File: config.mk
export PLATFORM = sky130hd
export DESIGN_NAME = vector_packet_formatter
export DESIGN_NICKNAME = d
export VERILOG_FILES = /design/src/vec_pkt_pkg.sv /design/src/vector_packet_formatter.sv
export SDC_FILE = /design/constraint.sdc
export NUM_CORES = 1
export LEC_CHECK = 0
export BUFFER_PORTS_ARGS = -buffer_cell sky130_fd_sc_hd__buf_2
export CAP_MARGIN = 10
export CORE_AREA = 2 2 101 103
export CTS_CLUSTER_DIAMETER = 200
export CTS_CLUSTER_SIZE = 28
export DETAILED_ROUTE_END_ITERATION = 10
export DIE_AREA = 0 0 103 105
export MAX_ROUTING_LAYER = met4
export PLACE_DENSITY_LB_ADDON = 0.15
export SYNTH_ARGS = -nofsm -noshare
export SYNTH_HDL_FRONTEND = slang
export SYNTH_SLANG_ARGS = --single-unit
File: constraint.sdc
create_clock -name clk_i -period 2.8 [get_ports clk_i]
set_input_delay 0.28 -clock clk_i [delete_from_list [all_inputs] [get_ports clk_i]]
set_output_delay 0.28 -clock clk_i [all_outputs]
set_load 0.01 [all_outputs]
File: src/vec_pkt_pkg.sv
// shared constants and types for the vector packet formatter
`default_nettype none
package vec_pkt_pkg;
    // vector type codes
    localparam logic [2:0] VT_SECURE = 3'h0;
    localparam logic [2:0] VT_SHORT_INSTR = 3'h1;
    localparam logic [2:0] VT_NUM_STD = 3'h3;
    localparam logic [2:0] VT_NUM_SPECIAL = 3'h4;
    localparam logic [2:0] VT_ALPHA = 3'h5;
    localparam logic [2:0] VT_HEX_BIN = 3'h6;
    localparam logic [2:0] VT_NUM_NUMBERED = 3'h7;
    // field ranges
    localparam logic [6:0] WORD_LOC_MIN = 7'h02;
    localparam logic [6:0] WORD_LOC_MAX = 7'h57;
    localparam logic [6:0] START_MIN = 7'h03;
    localparam logic [6:0] START_MAX = 7'h57;
    localparam logic [6:0] COUNT_MIN = 7'h01;
    localparam logic [6:0] COUNT_MAX = 7'h55;
    localparam logic [2:0] NUM_LEN_ONE = 3'h0;
    localparam logic [6:0] NUM_CNT_MAX = 7'h08;
    localparam logic [6:0] LONG_STEP = 7'h01;
    localparam logic [1:0] BIT_ERR_LIMIT = 2'h2;
    // register map
    localparam logic [3:0] ADDR_STATUS = 4'h0;
    localparam logic [3:0] ADDR_CLEAR = 4'h1;
    localparam logic [3:0] ADDR_ENABLE = 4'h2;
    localparam logic [3:0] ADDR_LAST_PKT = 4'h3;
    localparam logic [3:0] ADDR_COUNT = 4'h4;
    localparam int EV_W = 3;
    localparam int EV_SENT = 0;
    localparam int EV_ERR = 1;
    localparam int EV_MSG = 2;
    localparam logic [EV_W-1:0] EV_RESET = 3'h0;

    // decoded vector word from the frame processor
    typedef struct packed {
        logic [6:0] word_loc;
        logic [1:0] phase;
        logic [2:0] vtype;
        logic [1:0] bit_errs;  // saturating: 3 means more than two
        logic check_fail;
        logic invalid;
        logic long_addr;
        logic [3:0] check_bits;
        logic [6:0] word_count; // message words in frame
        logic [6:0] start_word;
        logic [10:0] instr_data;
        logic [2:0] instr_type;
    } vector_in_s;

    // packet toward the host, byte 3 first
    typedef struct packed {
        logic [31:0] bytes;
        logic err;
        logic has_msg;
        logic [6:0] first_msg_loc;
    } packet_out_s;
endpackage : vec_pkt_pkg
`default_nettype wire

File: src/vector_packet_formatter.sv
// formats decoded vector words into four-byte host packets
// Function
// byte 3: bit 7 zero, 7-bit vector word location 2..87
// error flag: over two bit errors, check fail, or invalid vector
// byte 2 bits 6:5 carry phase, 0 = a through 3 = d
// numeric packet carries beginning check bits in byte 1 bits 5:2
// numeric length is word count minus one, long address included
// numeric long address: first message word follows the vector
// numeric start field: word 3..87, second word on long address
// message layout: e, phase, unused, type; 7-bit count, 7-bit start
// message type codes: 000 secure, 101 alpha, 110 hex/binary
// message word count 1..85, includes word after long vector
// message start 3..87; on long address points at second word
// long address message vector: first message follows vector
// host ignores unused bits; their value is not guaranteed
// short instruction: 11 data bits then 3-bit instruction type
// type 001 marks a short instruction vector
// numeric type codes: 011 standard, 100 special, 111 numbered
// message packets only if error clear and message words exist
// four bytes per packet, byte 3 most significant
//
// Strobed register access and the address map are this design's own decisions.
`default_nettype none
module vector_packet_formatter
    import vec_pkt_pkg::*;
#(
    // width of the received-vector counter
    parameter int CNT_W = 16
)
(
    // clock and reset
    input wire logic clk_i,
    input wire logic nrst_i,
    // decoded vector from frame logic
    input wire logic vec_valid_i,
    input wire vector_in_s vec_i,
    // packet toward serial link
    output logic pkt_valid_o,
    output packet_out_s pkt_o,
    // register port
    input wire logic [3:0] reg_addr_i,
    input wire logic [31:0] reg_wdata_i,
    input wire logic reg_wr_i,
    input wire logic reg_rd_i,
    output logic [31:0] reg_rdata_o,
    // interrupt
    output logic irq_o
);

    // the counter is read back through a 32-bit register window
    if (CNT_W < 1 || CNT_W > 32) begin : g_bad_cnt_w
        $error("vector counter width out of range");
    end

    // type classification
    wire logic type_std = vec_i.vtype == VT_NUM_STD;
    wire logic type_special = vec_i.vtype == VT_NUM_SPECIAL;
    wire logic type_numbered = vec_i.vtype == VT_NUM_NUMBERED;
    wire logic type_secure = vec_i.vtype == VT_SECURE;
    wire logic type_alpha = vec_i.vtype == VT_ALPHA;
    wire logic type_hex = vec_i.vtype == VT_HEX_BIN;
    wire logic is_numeric = type_std || type_special || type_numbered;
    wire logic is_message = type_secure || type_alpha || type_hex;
    wire logic is_short = vec_i.vtype == VT_SHORT_INSTR;
    // codes outside the three layouts cannot be formatted
    wire logic type_bad = !(is_numeric || is_message || is_short);

    // word location range, every layout
    wire logic loc_low = vec_i.word_loc < WORD_LOC_MIN;
    wire logic loc_high = vec_i.word_loc > WORD_LOC_MAX;
    wire logic loc_bad = loc_low || loc_high;

    // message start range, numeric and message layouts
    wire logic start_low = vec_i.start_word < START_MIN;
    wire logic start_high = vec_i.start_word > START_MAX;
    wire logic start_bad = start_low || start_high;

    // word count range
    wire logic count_low = vec_i.word_count < COUNT_MIN;
    wire logic count_high = vec_i.word_count > COUNT_MAX;
    wire logic count_bad = count_low || count_high;

    // three length bits cannot say more than eight words
    wire logic num_cnt_bad = vec_i.word_count > NUM_CNT_MAX;

    // range faults fold into the invalid judgement
    wire logic num_range_bad = is_numeric &&
        (start_bad || count_bad || num_cnt_bad);
    wire logic msg_range_bad = is_message &&
        (start_bad || count_bad);
    wire logic range_bad = loc_bad ||
        num_range_bad ||
        msg_range_bad;

    // error flag causes
    wire logic too_many_errs = vec_i.bit_errs > BIT_ERR_LIMIT;
    wire logic check_failed = vec_i.check_fail;
    wire logic judged_bad = vec_i.invalid ||
        range_bad ||
        type_bad;
    wire logic err_flag = too_many_errs ||
        check_failed ||
        judged_bad;

    // numeric length: count already holds the long address word
    wire logic [6:0] count_less_one =
        7'(vec_i.word_count - COUNT_MIN);
    wire logic [2:0] num_len = count_less_one[2:0];

    // byte 3: zero flag bit over the vector word location
    wire logic [7:0] byte3 = {1'b0, vec_i.word_loc};

    // byte 2: error, phase, two unused bits, type code
    wire logic [1:0] unused_b2 = 2'b00;
    wire logic [7:0] byte2 = {err_flag,
        vec_i.phase,
        unused_b2,
        vec_i.vtype};

    // unused bits driven zero, host must still ignore them
    wire logic [1:0] unused_b1 = 2'b00;
    wire logic [15:0] low_num = {unused_b1,
        vec_i.check_bits,
        num_len,
        vec_i.start_word};
    wire logic [15:0] low_msg = {unused_b1,
        vec_i.word_count,
        vec_i.start_word};
    wire logic [15:0] low_short = {unused_b1,
        vec_i.instr_data,
        vec_i.instr_type};

    // layout selection for the low half
    wire logic [15:0] low_sel = is_numeric ? low_num :
        (is_short ? low_short : low_msg);
    wire logic [31:0] packet_word = {byte3, byte2, low_sel};

    // message words follow only for clean vectors with words
    wire logic words_follow = is_numeric ||
        is_message ||
        (is_short && vec_i.long_addr);
    wire logic has_msg = !err_flag && words_follow;

    // long address: first message word sits right after the vector
    wire logic [6:0] after_vector =
        7'(vec_i.word_loc + LONG_STEP);
    wire logic [6:0] first_loc = vec_i.long_addr ?
        after_vector : vec_i.start_word;

    packet_out_s pkt_next;
    always_comb begin
        pkt_next.bytes = packet_word;
        pkt_next.err = err_flag;
        pkt_next.has_msg = has_msg;
        pkt_next.first_msg_loc = first_loc;
    end

    // packet register: holds until the next vector
    logic pkt_valid_reg;
    packet_out_s pkt_reg;
    always_ff @(posedge clk_i or negedge nrst_i) begin
        if (!nrst_i) begin
            pkt_valid_reg <= 1'b0;
            pkt_reg <= '0;
        end else begin
            pkt_valid_reg <= vec_valid_i;
            if (vec_valid_i) begin
                pkt_reg <= pkt_next;
            end
        end
    end
    assign pkt_valid_o = pkt_valid_reg;
    assign pkt_o = pkt_reg;

    // one event per status bit: sent, error, message follows
    wire logic [EV_W-1:0] ev_now;
    assign ev_now[EV_SENT] = vec_valid_i;
    assign ev_now[EV_ERR] = vec_valid_i && err_flag;
    assign ev_now[EV_MSG] = vec_valid_i && has_msg;

    // register write decode
    wire logic sel_clear = reg_addr_i == ADDR_CLEAR;
    wire logic sel_enable_w = reg_addr_i == ADDR_ENABLE;
    wire logic wr_clear = reg_wr_i && sel_clear;
    wire logic wr_enable = reg_wr_i && sel_enable_w;
    wire logic [EV_W-1:0] wr_bits = reg_wdata_i[EV_W-1:0];
    wire logic [EV_W-1:0] clr_mask = wr_clear ? wr_bits : EV_RESET;

    // per-event status, enable and interrupt contribution
    wire logic [EV_W-1:0] status_reg;
    wire logic [EV_W-1:0] enable_reg;
    wire logic [EV_W-1:0] status_next;
    wire logic [EV_W-1:0] enable_next;
    wire logic [EV_W-1:0] irq_bits;
    genvar gi;
    generate
        for (gi = 0; gi < EV_W; gi++) begin : g_event
            logic status_bit_reg;
            logic enable_bit_reg;
            // set wins over a clear in the same cycle
            assign status_next[gi] = ev_now[gi] ||
                (status_bit_reg && !clr_mask[gi]);
            assign enable_next[gi] = wr_enable ? wr_bits[gi] :
                enable_bit_reg;
            // a fresh enable takes effect in the same cycle
            assign irq_bits[gi] = status_next[gi] && enable_next[gi];
            always_ff @(posedge clk_i or negedge nrst_i) begin
                if (!nrst_i) begin
                    status_bit_reg <= EV_RESET[gi];
                    enable_bit_reg <= EV_RESET[gi];
                end else begin
                    status_bit_reg <= status_next[gi];
                    enable_bit_reg <= enable_next[gi];
                end
            end
            assign status_reg[gi] = status_bit_reg;
            assign enable_reg[gi] = enable_bit_reg;
        end
    endgenerate

    // vector counter wraps silently
    logic [CNT_W-1:0] count_reg;
    wire logic [CNT_W-1:0] count_inc = CNT_W'(count_reg + 1'b1);
    wire logic [CNT_W-1:0] count_next = vec_valid_i ?
        count_inc : count_reg;

    // read selection; unmapped addresses read zero
    wire logic sel_status = reg_addr_i == ADDR_STATUS;
    wire logic sel_enable_r = reg_addr_i == ADDR_ENABLE;
    wire logic sel_last = reg_addr_i == ADDR_LAST_PKT;
    wire logic sel_count = reg_addr_i == ADDR_COUNT;
    wire logic [31:0] rd_mux =
        sel_status ? 32'(status_reg) :
        sel_enable_r ? 32'(enable_reg) :
        sel_last ? pkt_reg.bytes :
        sel_count ? 32'(count_reg) : 32'h0;
    // read data stand for one cycle only, zero otherwise
    wire logic [31:0] rdata_next = reg_rd_i ? rd_mux : 32'h0;
    wire logic irq_next = |irq_bits;

    logic irq_reg;
    logic [31:0] rdata_reg;
    always_ff @(posedge clk_i or negedge nrst_i) begin
        if (!nrst_i) begin
            count_reg <= '0;
            irq_reg <= 1'b0;
            rdata_reg <= 32'h0;
        end else begin
            count_reg <= count_next;
            irq_reg <= irq_next;
            rdata_reg <= rdata_next;
        end
    end
    assign irq_o = irq_reg;
    assign reg_rdata_o = rdata_reg;

endmodule // vector_packet_formatter
`default_nettype wire

# Yosys cells after proc, flatten, opt, wreduce, memory -nomap -nowiden
# Cells that the tools add are included.
[totals] output_inout_bits=75 input_bits=90 regBits=94 word_cells=90
[op_classes] add_sub_neg=3 mux=12 order_cmp=8 n_reduce_logical=43 n_eq_ne=10
[ops] cell="two-way mux 31 bit" n=4
[ops] cell="two-way mux 14 bit" n=2
[ops] cell="greater-than comparator 7 bit (second input constant)" n=3
[ops] cell="logical OR 1 bit" n=21
[ops] cell="adder 16 x 1 -> 16 bit (second input constant)" n=1
[ops] cell="two-way mux 16 bit" n=1
[ops] cell="logical AND 1 bit" n=14
[ops] cell="less-than comparator 7 x 2 -> 1 bit (second input constant)" n=2
[ops] cell="equality test 3 bit (second input constant)" n=4
[ops] cell="equality test 4 x 2 -> 1 bit (second input constant)" n=2
[ops] cell="adder 7 x 1 -> 7 bit (second input constant)" n=1
[ops] cell="greater-than comparator 7 x 4 -> 1 bit (second input constant)" n=1
[ops] cell="less-than comparator 7 x 1 -> 1 bit (second input constant)" n=1
[ops] cell="two-way mux 7 bit" n=1
[ops] cell="logical NOT 1 bit" n=5
[ops] cell="equality test 4 x 1 -> 1 bit (second input constant)" n=1
[ops] cell="equality test 4 x 3 -> 1 bit (second input constant)" n=1
[ops] cell="logical NOT 4 bit" n=1
[ops] cell="equality test 3 x 1 -> 1 bit (second input constant)" n=1
[ops] cell="equality test 3 x 2 -> 1 bit (second input constant)" n=1
[ops] cell="logical NOT 3 bit" n=1
[ops] cell="two-way mux 1 bit" n=3
[ops] cell="two-way mux 3 bit" n=1
[ops] cell="OR reduction 3 bit" n=1
[ops] cell="2 further kinds" n=2

# Depth between registers and ports, before layout
[depth] depth_word=16 mapped_depth=8 mapped_depth_nobuf=8

# Worst setup path before layout
# Ideal clock, no wire load.
[synth_timing] path_type="input port to flip-flop" start="input port vec_i[22] in the netlist's numbering" end="register irq_reg, in the netlist irq_o" setup_slack_ns=1.074 stages=8 setup_ns=0.126 arrival_ns=1.600 cell_sequence="inv_1 -> ha_1 -> nor2b_1 -> o211ai_1 -> a221oi_2 -> a31o_1 -> a21boi_2 -> a221o_1"
[synth_between] elab_chain_len=16
[synth_rtl] item="start, declared" line_no="vector_packet_formatter.sv:36" rtl="input wire vector_in_s vec_i,"
[synth_rtl] item="less-than comparator 7 x 1 -> 1 bit / greater-than comparator 7 bit (equally long branches)" line_no="vector_packet_formatter.sv:79, vector_packet_formatter.sv:80"
[synth_rtl] item="logical OR 1 bit" line_no="vector_packet_formatter.sv:81" rtl="wire logic count_bad = count_low || count_high;"
[synth_rtl] item="logical OR 1 bit" line_no="vector_packet_formatter.sv:88, vector_packet_formatter.sv:90"
[synth_rtl] item="logical OR 1 bit" line_no="vector_packet_formatter.sv:88" rtl="(start_bad || count_bad || num_cnt_bad);"
[synth_rtl] item="logical AND 1 bit" line_no="vector_packet_formatter.sv:87" rtl="wire logic num_range_bad = is_numeric &&"
[synth_rtl] item="logical OR 1 bit" line_no="vector_packet_formatter.sv:91" rtl="wire logic range_bad = loc_bad ||"
[synth_rtl] item="logical OR 1 bit (*)" line_no="vector_packet_formatter.sv:92" rtl="num_range_bad ||"
[synth_rtl] item="logical OR 1 bit (*)" line_no="vector_packet_formatter.sv:98" rtl="wire logic judged_bad = vec_i.invalid ||"
[synth_rtl] item="logical OR 1 bit (*)" line_no="vector_packet_formatter.sv:99" rtl="range_bad ||"
[synth_rtl] item="logical OR 1 bit (*)" line_no="vector_packet_formatter.sv:102" rtl="check_failed ||"
[synth_rtl] item="logical NOT 1 bit" line_no="vector_packet_formatter.sv:142" rtl="wire logic has_msg = !err_flag && words_follow;"
[synth_rtl] item="logical AND 1 bit" line_no="vector_packet_formatter.sv:142"
[synth_rtl] item="logical AND 1 bit" line_no="vector_packet_formatter.sv:179" rtl="assign ev_now[EV_MSG] = vec_valid_i && has_msg;"
[synth_rtl] item="logical OR 1 bit" line_no="vector_packet_formatter.sv:201" rtl="assign status_next[gi] = ev_now[gi] ||"
[synth_rtl] item="logical AND 1 bit" line_no="vector_packet_formatter.sv:206" rtl="assign irq_bits[gi] = status_next[gi] && enable_next[gi];"
[synth_rtl] item="OR reduction 3 bit (*)" line_no="vector_packet_formatter.sv:239" rtl="wire logic irq_next = |irq_bits;"
[synth_rtl] item="via irq_next" line_no="vector_packet_formatter.sv:239"
[synth_rtl] item="end signal, assigned" line_no="vector_packet_formatter.sv:250" rtl="irq_reg <= irq_next;"
[synth_rtl] item="end, declared" line_no="vector_packet_formatter.sv:241" rtl="logic irq_reg;"
# The timed path passes the listed nets; every way through them passes the cells marked *.
# A chain may end at the register's enable or synchronous reset.

# Worst setup path in the final report
# Ends and elaborated chain as after synthesis.

==> summary.md <==
| Metric | Value |
|---|---|
| Outcome | `completed` |
| CORE AREA | `9640 µm²` |
| # IOs | `165` |
| Via density | `around 5.1` |
| Cells after DPL | `638` |
| Slew margin rel. | `56.4%` |
| Sequential share of the synthesized area | `51.2%` |
| Clock net sink count | `88` |
| # setup viols final | `0` |
| Pwr dens | `563 nW/µm²` |
| Fmax | `568 MHz` |
| Antenna cells | `0` |
| Port bufs | `roughly 130` |
| Gr ovfl total | `0` |
| Placed cell area | `5010 µm²` |
| Leading area contributor after synthesis | `dfrtp_1` |
| Fraction of layout cells with a size suffix above 1 | `35.9%` |
| Critical path endpoint category | `flip-flop` |
| Max_cap viols | `0` |
| Cell area after synthesis | `4300 µm²` |
| Final core utilization | `a little over half` |
| Post-cts resize count | `0` |
| Initial antenna violation count | `0` |
| Critical Path RT | `3.03 ns` |
| Pleak | `roughly 0.0026 µW` |
| Row Count | `36` |
| # H-tree levels | `3` |
| Unrepaired setup endpoints after global routing | `no` |
| Die width | `103 µm` |
| GRT Total Usage | `20.3%` |
| Final Hold Viols | `0` |
| CTS max path bufs | `2` |
| Critical path fanouts, max | `4` |
| Post-Layout Cell Count | `between 600 and 700` |
| Final Instance Area | `5240 µm²` |
| Clock latency at the later pin of the worst-skew pair | `0.35 ns` |
| Wirelength per Cell | `16.0 µm` |
| Die area | `~11000 µm²` |
| Fin nets | `612` |
| TritonCTS clock tree | `built` |
| Commonest non-fill, non-tap cells in the layout | `126 x buf_2, 88 x dfrtp_1, 34 x nor2_1` |
| Yosys warns | `0` |
| Synth top area cells | `dfrtp_1 51%, mux2_2 6.8%, mux2i_1 4.2%` |
| Post-CTS Setup Inserts | `0` |
| Initial Utilization | `44.6%` |
| Number of synthesized flops with an enable pin | `0` |
| Total Power | `2950 µW` |
| VDD IR max | `0.275 mV` |
| Asr flop ratio synth | `between 90% and 100%` |
| Worst Max-Slew Pin Slew | `about 0.65 ns` |
| Min Tclk post-route | `around 1.8 ns` |
| Die Ht | `105 µm` |
| Drt initial violations | `~160` |
| # fillers | `895` |
| Synth-to-layout area growth | `21.9%` |
| Critical Path Source Type | `input pin` |
| Slew Limit Fails | `0` |
| R2R Setup Slk | `1.21 ns` |
| Yosys cell types | `59` |
| Final Wtd Congestion | `0.811` |
| Most common cell after layout, fill and taps aside | `buf_2` |
| First-pass GRT wire length | `around 16000 µm` |
| CTS root buffer | `clkbuf_8` |
| Hold Crit Class | `input pin to flip-flop` |
| Post-synthesis cell count | `397` |
| Ys flop type | `dfrtp_1` |
| Tcrit/Tclk final | `62.9%` |
| Largest net degree at the start of global routing | `89` |
| DR vias | `3361` |
| Detailed Place HPWL | `roughly 7600 µm` |
| Total CTS buffers | `9` |
| Clk slew on worst S/H paths | `roughly 0.090 ns` |
| Skew final | `0.0109 ns` |
| Critical path class | `input pin to flip-flop` |
| Post-route ant nets | `0` |
| Number of global-route vias before repair | `3239` |
| Pre-Repair DR Iteration Count | `4` |
| TNS Setup | `0 ns` |
| Residual DRC count | `0` |
| Arrival @ worst endpoint | `approximately 2 ns` |
| Post-Syn Area per Cell | `10.8 µm²` |
| WL final | `10500 µm` |
| Yosys top cell area share | `51.2%` |
| Seq cells post-synth | `88` |
| Max FFs per register | `35` |
[worst max-delay path, stage by stage]
cell	delay, ns
buf_2	0.12
inv_1	0.09
ha_1	0.21
nor2b_1	0.18
o211ai_1	0.11
a221oi_2	0.37
a31o_1	0.30
a21boi_2	0.07
a221o_1	0.26
[path summary, 6_finish.rpt]
check,from,cells past startpoint,to
max,vec_i[22],9,irq_o$_DFF_PN0_
min in group asynchronous,nrst_i,2,pkt_o[36]$_DFFE_PN0P_
min,vec_i[40],2,pkt_o[30]$_DFFE_PN0P_
min reg2reg,count_reg[15]$_DFFE_PN0P_,1,count_reg[15]$_DFFE_PN0P_
max in group asynchronous,nrst_i,3,count_reg[7]$_DFFE_PN0P_
max reg2reg,count_reg[3]$_DFFE_PN0P_,6,count_reg[13]$_DFFE_PN0P_
[cell families after synthesis]
group / synth area share, %
adders and majority gates: 1.16
xor gates and xnor gates: 4.48
other: 0.0872
AOI/OAI and AO/OA: 12.8
and+or+nand+nor: 14.1
muxes: 11.0
DFF: 51.2
buffers and inverters: 5.15
[power by group]
group	internal, µW	switching (µW)	total, µW
sequential	1400	107	1510
clock	440	453	893
combinational	258	294	553
total	2100	855	2950
[cell type report]
cell class	instances	area [µm²]	area share, %
clock buffers	12	145	2.77
well taps	133	166	3.17
multi-input cells	269	1900	36.3
inverters	16	60.1	1.15
repair buffers	134	713	13.6
flip-flops and latches	88	2200	42.0
clock inverters	4	53.8	1.03
[metrics by stage]
step	setup slack (ns)	hold slack [ns]
3_3_place_gp	0.703	0.455
3_5_place_dp	0.668	0.461
6_report	1.04	0.164
4_1_cts	1.05	0.144
5_1_grt	0.957	0.139
2_1_floorplan	1.07	-0.0156
[repair_timing]
action	CTS	global route
hold buffers	0	1
endpoints found under the hold margin	0	15
setup endpoints to repair	0	0
[cell usage after synthesis, types with 4 or more instances]
library cell,count
ha_1,4
o21ai_0,6
buf_4,11
nand3_1,9
inv_1,15
xor2_1,7
a22oi_1,14
mux2i_1,18
o221ai_1,5
clkbuf_1,15
a21oi_1,18
o21ai_1,4
a211oi_1,7
xnor2_1,15
and3_1,18
mux2_2,26
nand2_1,20
dfrtp_1,88
nor3b_1,5
nor2_1,34
nor2b_1,5
[layer usage]
| metal | share of wire (%) | vias up | global-route usage (%) |
|---|---|---|---|
| li1 | - | 1634 | - |
| met1 | 48 | 1623 | 28.8 |
| met2 | 46 | 96 | 30.2 |
| met3 | 4.9 | 8 | 3.61 |
| met4 | 0.85 | 0 | 5.08 |
| met5 | 0 | - | - |
Note: power is estimated with default switching activity, not from simulation.
